**config.mk**
```make
export PLATFORM = sky130hd
export DESIGN_NAME = sevirq_top
export DESIGN_NICKNAME = d
export VERILOG_FILES = /design/src/rtl/sevirq_pkg.sv /design/src/rtl/sevirq_top.sv /design/src/rtl/sevirq_line_sync.sv
export VERILOG_INCLUDE_DIRS = /design/src /design/src/rtl
export SDC_FILE = /design/constraint.sdc
export NUM_CORES = 1
export LEC_CHECK = 0
export CORE_ASPECT_RATIO = 0.8
export CORE_MARGIN = 2
export CORE_UTILIZATION = 45
export DETAILED_ROUTE_END_ITERATION = 6
export DONT_BUFFER_PORTS = 1
export PLACE_DENSITY_LB_ADDON = 0.25
export SYNTH_ARGS = -nofsm -noshare
export SYNTH_HDL_FRONTEND = slang
export SYNTH_SLANG_ARGS = --single-unit
export TNS_END_PERCENT = 30
```
**constraint.sdc**
```tcl
create_clock -name core_clk -period 1.4 [get_ports core_clk]
set_clock_uncertainty 0.1 [all_clocks]
set_input_delay 0.14 -clock core_clk [delete_from_list [all_inputs] [get_ports core_clk]]
set_output_delay 0.14 -clock core_clk [all_outputs]
set_load 0.005 [all_outputs]
```
**src/rtl/sevirq_regs.svh**
```systemverilog
// Offsets, field positions and reset values of the socket event interrupt block.
`ifndef SEVIRQ_REGS_SVH
`define SEVIRQ_REGS_SVH
`define SEVIRQ_FLAGS_A      12'h004
`define SEVIRQ_FLAGS_B      12'h044
`define SEVIRQ_FLAGS_WIN    12'h804
`define SEVIRQ_MASK_A       12'h005
`define SEVIRQ_MASK_B       12'h045
`define SEVIRQ_MASK_WIN     12'h805
`define SEVIRQ_RESET_VAL    8'h00
`define SEVIRQ_RSVD_VAL     4'h0
`define SEVIRQ_BIT_DETECT   3
`define SEVIRQ_BIT_READY    2
`define SEVIRQ_BIT_BATLOW   1
`define SEVIRQ_BIT_DEAD     0
`define SEVIRQ_SEL_MSB      7
`define SEVIRQ_SEL_LSB      4
`define SEVIRQ_SEL_NONE     4'h0
`define SEVIRQ_SEL_MGMT     4'h2
`define SEVIRQ_LINES        6
`define SEVIRQ_LN_DETA      0
`define SEVIRQ_LN_DETB      1
`define SEVIRQ_LN_READY     2
`define SEVIRQ_LN_BATLOW    3
`define SEVIRQ_LN_EVENT     4
`define SEVIRQ_LN_RING      5
`define SEVIRQ_LINE_IDLE    6'h33
`endif

```
**src/rtl/sevirq_pkg.sv**
```systemverilog
// Types shared by the socket event interrupt block.
package sevirq_pkg;
   typedef enum logic [3:0] {
      SEVIRQ_ROUTE_NONE = 4'b0001,
      SEVIRQ_ROUTE_IRQ  = 4'b0010,
      SEVIRQ_ROUTE_MGMT = 4'b0100,
      SEVIRQ_ROUTE_PCI  = 4'b1000
   } sevirq_route_type;
   typedef logic [3:0] sevirq_flags_type;
endpackage : sevirq_pkg

```
**src/rtl/sevirq_top.sv**
```systemverilog
// Card status-change flags, masks and interrupt routing for two sockets.
`timescale 1ns/1ps
`include "sevirq_regs.svh"
module sevirq_top
   import sevirq_pkg::*;
(
   // Clock and reset.
   input  wire logic        core_clk,
   input  wire logic        nrst,
   // Register access.
   input  wire logic [11:0] regAddr,
   input  wire logic        regSocket,
   input  wire logic        regRead,
   input  wire logic        regWrite,
   input  wire logic [7:0]  regWdata,
   output logic      [7:0]  regRdata,
   // Card lines, one bit per socket.
   input  wire logic [1:0]  cardDetectA_n,
   input  wire logic [1:0]  cardDetectB_n,
   input  wire logic [1:0]  readyLine,
   input  wire logic [1:0]  batteryLowLine,
   input  wire logic [1:0]  cardEventLine_n,
   input  wire logic [1:0]  ringLine_n,
   // Socket configuration bits held elsewhere.
   input  wire logic [1:0]  ioCardSelect,
   input  wire logic [1:0]  ringFunctionEnable,
   input  wire logic [1:0]  eventPciRoute,
   input  wire logic [1:0]  clearOnWrite,
   input  wire logic        diagSocketEvent,
   // Routed interrupts.
   output logic      [15:0] legacyIrq,
   output logic             systemMgmtIrq,
   output logic             pciIrq
);
   sevirq_flags_type       eventFlags [2];
   logic [7:0]             routingMask [2];
   logic [1:0]             eventPending;
   logic [1:0]             flagsHit;
   logic [1:0]             maskHit;
   logic [1:0][15:0]       routeIrq;
   logic [1:0]             routeMgmt;
   logic [1:0]             routePci;
   logic [7:0]             next_regRdata;
   logic [15:0]            next_legacyIrq;
   logic                   next_systemMgmtIrq;
   logic                   next_pciIrq;

   for (genvar s = 0; s < 2; s++) begin : gSock
      localparam logic [11:0] FLAGS_OFS = (s == 0) ? `SEVIRQ_FLAGS_A : `SEVIRQ_FLAGS_B;
      localparam logic [11:0] MASK_OFS  = (s == 0) ? `SEVIRQ_MASK_A : `SEVIRQ_MASK_B;
      localparam logic        SOCK_ID   = (s == 0) ? 1'b0 : 1'b1;

      logic [`SEVIRQ_LINES-1:0] lineRaw;
      logic [`SEVIRQ_LINES-1:0] lineLevel;
      logic [`SEVIRQ_LINES-1:0] lineRise;
      logic [`SEVIRQ_LINES-1:0] lineFall;
      sevirq_flags_type         setFlags;
      sevirq_flags_type         clrFlags;
      sevirq_flags_type         next_eventFlags;
      logic [7:0]               next_routingMask;
      logic                     memCard;
      logic                     ringBit;
      logic [3:0]               sel;
      sevirq_route_type         kind;

      // Each socket answers at its local offset and in its own window.
      assign flagsHit[s] = (regAddr == FLAGS_OFS) ||
                           (regAddr == `SEVIRQ_FLAGS_WIN && regSocket == SOCK_ID);
      assign maskHit[s]  = (regAddr == MASK_OFS) ||
                           (regAddr == `SEVIRQ_MASK_WIN && regSocket == SOCK_ID);

      assign lineRaw = {ringLine_n[s], cardEventLine_n[s], batteryLowLine[s],
                        readyLine[s], cardDetectB_n[s], cardDetectA_n[s]};

      sevirq_line_sync uSync (
         .core_clk  (core_clk),
         .nrst      (nrst),
         .lineRaw   (lineRaw),
         .lineLevel (lineLevel),
         .lineRise  (lineRise),
         .lineFall  (lineFall)
      );

      assign memCard = !ioCardSelect[s];
      assign ringBit = ringFunctionEnable[s] && routingMask[s][`SEVIRQ_BIT_DEAD] &&
                       !lineLevel[`SEVIRQ_LN_RING];

      always_comb begin
         setFlags = '0;
         setFlags[`SEVIRQ_BIT_DETECT] = lineRise[`SEVIRQ_LN_DETA] | lineFall[`SEVIRQ_LN_DETA] |
                                        lineRise[`SEVIRQ_LN_DETB] | lineFall[`SEVIRQ_LN_DETB];
         setFlags[`SEVIRQ_BIT_READY]  = memCard & lineRise[`SEVIRQ_LN_READY];
         setFlags[`SEVIRQ_BIT_BATLOW] = memCard & lineRise[`SEVIRQ_LN_BATLOW];
         setFlags[`SEVIRQ_BIT_DEAD]   = lineFall[`SEVIRQ_LN_EVENT];
         setFlags = setFlags & routingMask[s][3:0];
         clrFlags = '0;
         if (regRead && flagsHit[s] && !clearOnWrite[s]) begin
            clrFlags = '1;
         end else if (regWrite && flagsHit[s] && clearOnWrite[s]) begin
            clrFlags = regWdata[3:0];
         end
         next_routingMask = routingMask[s];
         if (regWrite && maskHit[s]) begin
            next_routingMask = regWdata;
         end
         // A new event in the clearing cycle survives the clear.
         next_eventFlags = (eventFlags[s] & ~clrFlags) | setFlags;
         if (!memCard) begin
            next_eventFlags[`SEVIRQ_BIT_READY]  = 1'b0;
            next_eventFlags[`SEVIRQ_BIT_BATLOW] = 1'b0;
         end
         if (ringFunctionEnable[s]) begin
            next_eventFlags[`SEVIRQ_BIT_DEAD] = ringBit;
         end
         // Masking with the incoming enables drops a flag on the edge its enable clears.
         next_eventFlags = next_eventFlags & next_routingMask[3:0];
      end

      always_ff @(posedge core_clk or negedge nrst) begin
         if (!nrst) begin
            eventFlags[s]  <= '0;
            routingMask[s] <= `SEVIRQ_RESET_VAL;
         end else begin
            eventFlags[s]  <= next_eventFlags;
            routingMask[s] <= next_routingMask;
         end
      end

      assign eventPending[s] = |eventFlags[s];

      // The PCI route bit overrides the select field; the diagnostic bit routes to PCI only when the select field is zero.
      always_comb begin
         sel = routingMask[s][`SEVIRQ_SEL_MSB:`SEVIRQ_SEL_LSB];
         if (eventPciRoute[s] || (sel == `SEVIRQ_SEL_NONE && diagSocketEvent)) begin
            kind = SEVIRQ_ROUTE_PCI;
         end else if (sel == `SEVIRQ_SEL_NONE) begin
            kind = SEVIRQ_ROUTE_NONE;
         end else if (sel == `SEVIRQ_SEL_MGMT) begin
            kind = SEVIRQ_ROUTE_MGMT;
         end else begin
            kind = SEVIRQ_ROUTE_IRQ;
         end
         routeIrq[s]  = '0;
         routeMgmt[s] = 1'b0;
         routePci[s]  = 1'b0;
         unique case (kind)
            SEVIRQ_ROUTE_NONE: begin
               routePci[s] = 1'b0;
            end
            SEVIRQ_ROUTE_IRQ: begin
               routeIrq[s][sel] = eventPending[s];
            end
            SEVIRQ_ROUTE_MGMT: begin
               routeMgmt[s] = eventPending[s];
            end
            SEVIRQ_ROUTE_PCI: begin
               routePci[s] = eventPending[s];
            end
         endcase
      end

   end

   always_comb begin
      next_regRdata = regRdata;
      if (regRead) begin
         next_regRdata = `SEVIRQ_RESET_VAL;
         for (int s = 0; s < 2; s++) begin
            if (flagsHit[s]) begin
               next_regRdata = {`SEVIRQ_RSVD_VAL, eventFlags[s]};
            end
            if (maskHit[s]) begin
               next_regRdata = routingMask[s];
            end
         end
      end
      next_legacyIrq     = routeIrq[0] | routeIrq[1];
      next_systemMgmtIrq = routeMgmt[0] | routeMgmt[1];
      next_pciIrq        = routePci[0] | routePci[1];
   end

   always_ff @(posedge core_clk or negedge nrst) begin
      if (!nrst) begin
         regRdata      <= `SEVIRQ_RESET_VAL;
         legacyIrq     <= '0;
         systemMgmtIrq <= 1'b0;
         pciIrq        <= 1'b0;
      end else begin
         regRdata      <= next_regRdata;
         legacyIrq     <= next_legacyIrq;
         systemMgmtIrq <= next_systemMgmtIrq;
         pciIrq        <= next_pciIrq;
      end
   end
endmodule : sevirq_top

```
**src/rtl/sevirq_line_sync.sv**
```systemverilog
// Synchroniser and edge detector for the card lines of one socket.
`timescale 1ns/1ps
`include "sevirq_regs.svh"
module sevirq_line_sync
   import sevirq_pkg::*;
(
   // Clock and reset.
   input  wire logic                      core_clk,
   input  wire logic                      nrst,
   // Raw card lines.
   input  wire logic [`SEVIRQ_LINES-1:0]  lineRaw,
   // Synchronised levels and one-cycle edges.
   output logic      [`SEVIRQ_LINES-1:0]  lineLevel,
   output logic      [`SEVIRQ_LINES-1:0]  lineRise,
   output logic      [`SEVIRQ_LINES-1:0]  lineFall
);
   logic [`SEVIRQ_LINES-1:0] syncFirst;
   logic [`SEVIRQ_LINES-1:0] linePrev;
   logic [2:0]               warmUp;

   // Only the second stage and later are looked at by the edge logic.
   always_ff @(posedge core_clk or negedge nrst) begin
      if (!nrst) begin
         syncFirst <= `SEVIRQ_LINE_IDLE;
         lineLevel <= `SEVIRQ_LINE_IDLE;
         linePrev  <= `SEVIRQ_LINE_IDLE;
         warmUp    <= 3'h0;
      end else begin
         syncFirst <= lineRaw;
         lineLevel <= syncFirst;
         linePrev  <= lineLevel;
         warmUp    <= {warmUp[1:0], 1'b1};
      end
   end

   // Edges are ignored until the previous level holds a real sample, so a line
   // away from its idle level at release cannot fake an event after reset.
   assign lineRise = lineLevel & ~linePrev & {`SEVIRQ_LINES{warmUp[2]}};
   assign lineFall = ~lineLevel & linePrev & {`SEVIRQ_LINES{warmUp[2]}};
endmodule : sevirq_line_sync

```
==> results of run 1 <==
[flip-flops by register name, indices dropped and copies added (netlist names)]
| register | count |
|---|---|
| legacyIrq | 16 |
| gSock.uSync.lineLevel | 12 |
| gSock.uSync.syncFirst | 12 |
| gSock.uSync.linePrev | 10 |
| eventFlags | 8 |
| gSock.sel | 8 |
| regRdata | 8 |
| routingMask | 8 |
| gSock.uSync.warmUp | 3 |
| pciIrq | 1 |
| systemMgmtIrq | 1 |
[path summary, 6_finish.rpt]
check / from / end / slack [ps]
setup / recovery: eventFlags[4] / systemMgmtIrq / -90
hold / removal: nrst / legacyIrq[0] / -640
max in group asynchronous: nrst / gSock[0].uSync.linePrev[1] / 1600
setup reg to reg: eventFlags[4] / systemMgmtIrq / -90
hold reg to reg: gSock[0].uSync.warmUp[0] / gSock[0].uSync.warmUp[1] / 250
min in group core_clk: regWrite / eventFlags[0] / 30
[power by group through the flow]
stage / combinational [uW] / clock [uW] / sequential, uW
after CTS: 186 / 1720 / 2640
after detailed placement: 106 / 0 / 2690
final: 189 / 1650 / 2640
after global placement: 105 / 0 / 2680
after floorplan: 92.6 / 0 / 2680
after global routing: 206 / 1820 / 2650
[layout by cell type, fill, tap and decap left out, types with 2 or more instances in the layout]
cell type	Yosys	layout
xnor2_1	2	2
mux2i_1	2	2
xor2_1	2	2
nand4b_1	5	5
o211ai_1	5	5
nand3_2	0	2
a22oi_1	5	5
nand3b_1	3	3
dlygate4sd3_1	0	28
clkinvlp_4	0	2
nand2_1	17	17
a211oi_1	2	2
nor2b_1	4	4
nand3_1	8	6
a31oi_1	11	11
nor2_1	7	6
o22ai_1	18	18
o21ai_0	13	12
nor2_4	1	2
buf_4	1	30
dfstp_2	22	22
nor3_1	4	4
clkbuf_8	0	11
dfrtp_1	65	65
mux2_2	12	5
conb_1	2	3
and3b_1	3	3
a21oi_1	14	14
mux2_4	1	8
inv_1	11	10
nand2b_1	2	2
[synthesized netlist by cell type, drive strengths merged, types with 3 or more instances]
cell type  count
nor3           4
nand3b         3
nor2           8
a31oi         11
dfstp         22
nand3          8
buf            3
nand2         17
mux2          13
o211ai         5
nand4b         6
inv           11
clkbuf         3
o21ai         13
a21oi         14
dfrtp         65
nor2b          4
a22oi          5
and3b          3
o22ai         18
[per-stage QoR]
stage          area [um^2]  util [%]  power [uW]  std cells
3_3_place_gp          3770      51.0        2790        399
6_report              4280      57.9        4480        444
4_1_cts               4270      57.8        4540        444
2_1_floorplan         3450         -        2770        270
5_1_grt               4280      57.9        4670        444
3_5_place_dp          3770      51.0        2790        399
[area by class of cell]
type | count | area, um^2
Clock inverter | 5 | 38.8
Clock buffer | 11 | 151
Fill cell | 609 | 3110
Sequential cell | 87 | 2200
Tap cell | 105 | 131
Timing Repair Buffer | 59 | 517
Inverter | 11 | 41.3
Multi-Input combinational cell | 166 | 1200
[repair_timing]
item                                   CTS  global route
buffers inserted                         1             0
pin swaps                                2             3
resized for setup                        8             2
setup endpoints to repair               16            15
endpoints found under the hold margin  147            87
[worst max-delay path: cells and delay by family, from the launching register on]
kind             cells  cell delay, ps
flip-flops           1             400
AO/OA/AOI/OAI        1              70
AND/OR/NAND/NOR      4             800
[cells by family (layout without fill, tap and decap cells)]
family / after synthesis / in the layout / synth area share [%]
AND/OR/NAND/NOR: 68 / 68 / 12.7
flip-flops: 87 / 87 / 64.5
AO/OA/AOI/OAI: 76 / 76 / 14.3
multiplexers: 15 / 15 / 4.98
other: 2 / 3 / 0.220
XOR/XNOR: 4 / 4 / 1.03
buffers and inverters: 17 / 86 / 2.23
[layer usage]
layer / GRT usage [%] / vias to the layer above / part of all wire, %
met5: 0 / - / 0
met4: 6.08 / 0 / 1.0
met3: 5.11 / 11 / 6.7
met2: 30.0 / 102 / 45
met1: 27.2 / 1188 / 47
li1: - / 1117 / -
==> impl_metrics.csv, run 1 <==
group,metric,value,unit
flow_run,maxCapViolCount,0,
synth,syn-cell-area,3420,um^2
clock_network,hold_buffers,28,
timing,drv_slew,0,
power,power_frac_seq,59.0,%
critical_path,crit_fanout,4,
timing,holdWs,-635,ps
status,violations,"hold timing, setup timing",
drt,wirelength,7620,um
critical_path,ff2ff_path_depth,5,
synth,ys_warn_count,0,
timing,setup_ws,-91.5,ps
drt,vias_per_cell,5.45,
synth,avgSynthCellArea,12.7,um^2
die,rows,28,
critical_path,path_class,"reg -> reg",
placed_design,gp_congestion,0.877,
global_routing,antenna_found_initial,0,
synth,async_reset_ff_share,100,%
drt,wire_per_inst,17.2,um
cells_and_area,synthToLayoutAreaGrowth,25.3,%
cells_and_area,drive_gt1_share,28.9,%
global_routing,grt_max_degree,88,
clock_network,htree_num_levels,3,
power,vdd_drop_max,0.927,mV
critical_path,worstPathRequired,1540,ps
critical_path,cp-end-kind,"flip-flop",
synth,yosysTopAreaCell,"dfrtp_1",
synth,synth_area_leaders,"dfrtp_1, dfstp_2, mux2_2",
critical_path,slowest_stage,"or4_4",
clock_network,cts_buffer_depth,2,
timing,rsz0062_at_grt,"true",
critical_path,crit_chain,"or4_4 -> nand3_2 -> nor3_1 -> nand2_1 -> o21ai_1",
power,p_sw_share,22.6,%
cells_and_area,antenna_cells,0,
clock_network,cts_tree,"built",
timing,period_share,107,%
status,status,"finished with violations",
critical_path,arrival,1630,ps
clock_network,clk_latency,360,ps
timing,fin_crit,1490,ps
critical_path,crit_path_start_kind,"flip-flop",
drt,drt_iter0_drc,148,
synth,yosysUniqueCellTypes,51,
clock_network,clock_sinks,87,
power,p_per_area,1050,nW/um^2
synth,yosysTopAreaCellShare,47.6,%
placed_design,hpwl,5350,um
die,die_w,101,um
power,pwr-share-comb,4.2,%
die,io_pins,72,
synth,synthFlopType,"dfrtp_1",
clock_network,clkTransAtPathRegs,90,ps
die,die_area,8310,um^2
synth,ys_seq_elements,87,
die,core,7390,um^2
global_routing,grt_pass1_wl,12100,um
hold_path,hold_class,"in -> async",
timing,setup_violations,13,
timing,fmax,670,MHz
global_routing,overflow,0,
synth,seq_area_frac_synth,64.5,%
placed_design,port_buffers,0,
placed_design,place_ws,-261,ps
power,clkPwrFrac,36.8,%
cells_and_area,fin_nets,380,
die,initial_core_util,46.2,%
global_routing,grt_usage,19.5,%
timing,setup_tns,-681,ps
drt,drcViolationCount,0,
drt,first_pass_iters,4,
timing,final_hold_viol_count,87,
critical_path,crit_path_max_incr_delay,570,ps
die,die_y,81.9,um
synth,synth_cells,269,
power,internal-power,3460,uW
drt,ant_nets,0,
drt,vias,2418,
power,p_leak,0.00185,uW
power,switchingPower,1010,uW
clock_network,cts-root-buf,"clkbuf_8",
clock_network,cts_buffers,9,
global_routing,grt_pass1_vias,2409,
synth,synth_edf_count,0,
Note: power is estimated with default switching activity, not from simulation.
==> run 2: changes to the inputs <==
Settings changed: CAP_MARGIN set to 20, CTS_CLUSTER_SIZE set to 12, REMOVE_ABC_BUFFERS set to 1.
==> run 2 against run 1 <==
The flow still finishes with violations (hold timing, setup timing). Core utilization rose by 1.2 points. Via count rose by 1.1%. Worst hold slack improved by 4.2 ps. Largest power group unchanged. Highest routed layer unchanged.
==> impl_metrics.csv, run 2 (same netlist as run 1, synthesis figures left out) <==
group,metric,value,unit
status,status,"finished with violations",
status,violations,"hold timing, setup timing",
die,initial_core_util,46.2,%
cells_and_area,largest_reg_flops,16,
cells_and_area,ff_latch_area,2200,um^2
clock_network,clk_latency,360,ps
clock_network,htree_num_levels,3,
die,die_y,81.9,um
critical_path,crit_fanout,4,
placed_design,hpwl,5100,um
placed_design,gp_congestion,0.836,
critical_path,cp-end-kind,"flip-flop",
cells_and_area,fin_area,4370,um^2
power,vdd_drop_max,0.756,mV
clock_network,cts-root-buf,"clkbuf_8",
timing,final_hold_viol_count,87,
timing,drv_slew,0,
die,die_area,8310,um^2
clock_network,clock_sinks,87,
timing,setup_tns,-1100,ps
global_routing,grt_pass1_vias,2436,
global_routing,grt_usage,20.3,%
timing,fin_crit,1500,ps
critical_path,path_class,"reg -> reg",
drt,vias,2444,
placed_design,place_area,3740,um^2
die,rows,28,
critical_path,rr_startpoint,"eventFlags[6]",
power,p_leak,0.00190,uW
placed_design,dp_cells,397,
critical_path,startpoint,"eventFlags[6]",
global_routing,grt_max_degree,88,
timing,period_share,107,%
cells_and_area,largest_register,"legacyIrq",
timing,rsz0062_at_grt,"true",
global_routing,antenna_found_initial,0,
critical_path,crit_path_max_incr_delay,580,ps
clock_network,clkTransAtPathRegs,90,ps
critical_path,crit_chain,"or4_4 -> inv_2 -> or3_4 -> o32ai_1",
critical_path,worstPathRequired,1540,ps
drt,wirelength,7960,um
cells_and_area,antenna_cells,0,
cells_and_area,stdcell_count,448,
cells_and_area,drive_gt1_share,30.3,%
drt,ant_nets,0,
timing,setup_violations,16,
flow_run,maxCapViolCount,0,
cells_and_area,multiInputGateArea,1200,um^2
global_routing,overflow,0,
critical_path,slowest_stage,"or4_4",
cells_and_area,synthToLayoutAreaGrowth,28.0,%
cells_and_area,fin_nets,384,
global_routing,grt_pass1_wl,12600,um
timing,fmax,669,MHz
cells_and_area,layout_common_cells,"dfrtp_1, buf_4, dlygate4sd3_1",
drt,vias_per_cell,5.46,
power,p_per_area,1100,nW/um^2
die,core,7390,um^2
die,die_w,101,um
drt,wire_per_inst,17.8,um
critical_path,crit_path_start_kind,"flip-flop",
drt,first_pass_iters,5,
timing,slew-limit-headroom,66.6,%
timing,holdWs,-631,ps
critical_path,arrival,1630,ps
drt,drt_iter0_drc,131,
clock_network,cts_tree,"built",
cells_and_area,nFillCells,605,
die,io_pins,72,
clock_network,cts_buffer_depth,2,
timing,worst_pin_slew,499,ps
clock_network,cts_buffers,9,
clock_network,hold_buffers,30,
hold_path,hold_class,"in -> async",
cells_and_area,final_common_cell,"dfrtp_1",
placed_design,port_buffers,0,
timing,setup_ws,-95.0,ps
cells_and_area,reg_top3,"legacyIrq (16), gSock.uSync.lineLevel (12), gSock.uSync.syncFirst (12)",
drt,drcViolationCount,0,
placed_design,place_ws,-220,ps
==> run 2: cell count changes in the layout (fill, tap and decap cells not counted), sizes merged <==
cell         previous run  this run
buf                    31        33
bufinv                  0         2
clkbuf                 11        10
clkinv                  1         3
clkinvlp                2         0
dlygate4sd3            28        30
inv                    13        12
==> run 2: timing repair <==
item | 4_1_cts | 5_1_grt
setup buffers | 3 | 2
gates resized for setup | 10 | 5
setup endpoints to repair | 16 | 17
endpoints found under the hold margin | 147 | 87
pin swaps | 6 | 1
==> run 2: final cells by class <==
type | instances | share of cell area [%]
repair buffers | 63 | 12.9
flip-flops and latches | 87 | 50.4
inverters | 11 | 0.944
clock buffers | 10 | 3.15
clock inverters | 6 | 2.09
well taps | 105 | 3.00
multi-input cells | 166 | 27.5
==> run 2: worst max-delay path: cells and delay by family, from the launching register on <==
| kind | cells | cell delay [ps] |
|---|---|---|
| and+or+nand+nor | 2 | 720 |
| DFF | 1 | 390 |
| buffers and inverters | 1 | 80 |
| AOI/OAI and AO/OA | 1 | 80 |
==> run 2: power breakdown <==
part / switching (uW) / leakage [uW] / internal [uW]
Clock: 915 / 0.000117 / 1060
Sequential: 32.6 / 0.00109 / 2600
Combinational: 86.6 / 0.000694 / 112
Total: 1030 / 0.00190 / 3780
==> run 2: metrics by stage <==
step,util (%),power (uW)
after floorplan,-,2750
after global placement,50.6,2790
after detailed placement,50.6,2790
after CTS,58.6,4840
after global routing,59.2,4990
final,59.2,4810
==> run 2: worst paths after layout <==
kind,endpoint,slack (ps),cells past startpoint
min in group core_clk,eventFlags[0],50,2
min reg2reg,gSock[0].uSync.lineLevel[2],260,0
max reg2reg,legacyIrq[1],-100,4
min,gSock[1].uSync.linePrev[3],-630,0
max in group asynchronous,gSock[0].uSync.linePrev[4],1620,0
max,legacyIrq[1],-100,4
==> run 2: per-layer routing <==
metal	GRT usage [%]	vias up	wire length (um)
met1	28.6	1207	3600
met3	7.06	12	660
met5	0	-	0
met2	28.7	99	3570
li1	-	1126	-
met4	8.38	0	128
==> run 3: changes to the inputs <==
--- a/config.mk
+++ b/config.mk
@@ -10,3 +10,2 @@
 export CORE_ASPECT_RATIO = 0.8
-export CORE_MARGIN = 2
 export CORE_UTILIZATION = 45
--- a/constraint.sdc
+++ b/constraint.sdc
@@ -4,2 +4,2 @@
 set_output_delay 0.14 -clock core_clk [all_outputs]
-set_load 0.005 [all_outputs]
+set_load 0.02 [all_outputs]
==> run 3 against run 2 <==
The flow finishes with violations (DRC, hold timing, setup timing). Core utilization is 1.4 points lower. Maximum frequency is 0.54% higher. Sequential power is essentially flat. Total power shrank 3.9%. Setup slack improved by 8.1 ps. Register-to-register slack about the same. Via count fell by 0.16%. Flip-flop and latch count unchanged. Sequential share of layout area grew 1.5 points. First-iteration DRC count increased by 9.9%. Non-clock buffer count down 6.
==> impl_metrics.csv, run 3 (same netlist as run 1, synthesis figures left out) <==
group,metric,value,unit
status,status,"finished with violations",
status,violations,"DRC, hold timing, setup timing",
cells_and_area,drive_gt1_share,27.9,%
timing,holdWs,-628,ps
drt,drcViolationCount,1,
drt,ant_nets,0,
clock_network,clk_latency,350,ps
timing,rsz0062_at_grt,"true",
cells_and_area,largest_register,"legacyIrq",
drt,vias_per_cell,5.71,
timing,fin_crit,1490,ps
global_routing,grt_pass1_wl,12200,um
placed_design,gp_congestion,0.861,
cells_and_area,nFillCells,605,
global_routing,grt_usage,20.6,%
clock_network,cts-root-buf,"clkbuf_8",
cells_and_area,final_common_cell,"dfrtp_1",
power,vdd_drop_max,0.797,mV
drt,wirelength,7630,um
power,p_per_area,1090,nW/um^2
cells_and_area,synthToLayoutAreaGrowth,24.3,%
timing,period_share,106,%
cells_and_area,largest_reg_flops,16,
timing,setup_tns,-755,ps
drt,drt_iter0_drc,144,
clock_network,clkTransAtPathRegs,90,ps
die,core,7360,um^2
die,die_y,79.9,um
timing,setup_violations,15,
power,p_leak,0.00184,uW
die,rows,28,
drt,first_pass_iters,7,
critical_path,crit_fanout,4,
clock_network,cts_tree,"built",
clock_network,cts_buffer_depth,2,
cells_and_area,layout_common_cells,"dfrtp_1, dlygate4sd3_1, buf_4",
critical_path,arrival,1620,ps
drt,vias,2440,
global_routing,grt_max_degree,88,
clock_network,htree_num_levels,3,
hold_path,hold_class,"in -> async",
die,die_area,7940,um^2
critical_path,cp-end-kind,"flip-flop",
clock_network,clock_sinks,87,
clock_network,hold_buffers,30,
placed_design,place_ws,-247,ps
flow_run,maxCapViolCount,0,
placed_design,port_buffers,0,
power,p_total,4630,uW
cells_and_area,fin_nets,378,
critical_path,worstPathRequired,1530,ps
timing,setup_ws,-86.9,ps
cells_and_area,antenna_cells,0,
global_routing,grt_pass1_vias,2387,
die,die_w,99.4,um
critical_path,path_class,"reg -> reg",
cells_and_area,reg_top3,"legacyIrq (16), gSock.uSync.lineLevel (12), gSock.uSync.syncFirst (12)",
cells_and_area,final_util,57.7,%
timing,fmax,673,MHz
drt,wire_per_inst,17.9,um
die,initial_core_util,46.4,%
critical_path,crit_path_start_kind,"flip-flop",
placed_design,hpwl,4940,um
clock_network,cts_buffers,9,
global_routing,overflow,0,
die,io_pins,72,
timing,drv_slew,0,
timing,final_hold_viol_count,87,
global_routing,antenna_found_initial,0,
==> run 3: final timing paths <==
| check | startpoint | to | slack [ps] | cells past startpoint |
|---|---|---|---|---|
| setup reg to reg | eventFlags[6] | systemMgmtIrq | -90 | 5 |
| hold / removal | nrst | legacyIrq[11] | -630 | 0 |
| min in group core_clk | regWrite | eventFlags[1] | 50 | 3 |
| setup / recovery | eventFlags[6] | systemMgmtIrq | -90 | 5 |
| max in group asynchronous | nrst | gSock[1].uSync.linePrev[4] | 1630 | 0 |
| hold reg to reg | gSock[0].uSync.syncFirst[3] | gSock[0].uSync.lineLevel[3] | 240 | 0 |
==> run 3: timing repair <==
| action | 4_1_cts | 5_1_grt |
|---|---|---|
| buffers inserted | 0 | 1 |
| gates resized for setup | 7 | 4 |
| endpoints found under the hold margin | 147 | 87 |
| endpoints found under the setup margin | 16 | 16 |
| pin swaps | 3 | 4 |
==> run 3: cell type report <==
type                       instances  area [um^2]  share of cell area [%]
inverter                          11         41.3                   0.972
sequential                        87         2200                    51.9
clock buffer                      11          141                    3.33
tap                               90          113                    2.65
multi-input combinational        166         1180                    27.7
clock inverter                     5         63.8                    1.50
timing repair buffer              57          507                    11.9
==> run 3: through the flow <==
step / hold WS [ps] / instances / cell area, um^2
floorplan: -256 / 264 / 3380
global placement: -253 / 380 / 3690
detailed placement: -253 / 380 / 3690
CTS: -642 / 426 / 4220
finish: -628 / 427 / 4250
global route: -655 / 427 / 4250
==> run 3: worst max-delay path: stages, from the launching register on <==
cell	delay, ps
dfrtp_1	390
or4_4	590
nand3_2	120
nor3_1	50
nand2_1	50
o21ai_1	80
==> run 3: routing by layer <==
metal	up-vias	GRT usage, %	share of wire [%]	routed length [um]
li1	1112	-	-	-
met2	115	30.4	44	3330
met5	-	0	0	0
met1	1201	28.5	47	3590
met3	12	7.71	8.1	621
met4	0	5.74	1.1	84
==> run 3: where the power goes <==
part,internal [uW],switching [uW]
Clock,890,891
Combinational,112,84.3
Sequential,2600,44.8
Total,3610,1020
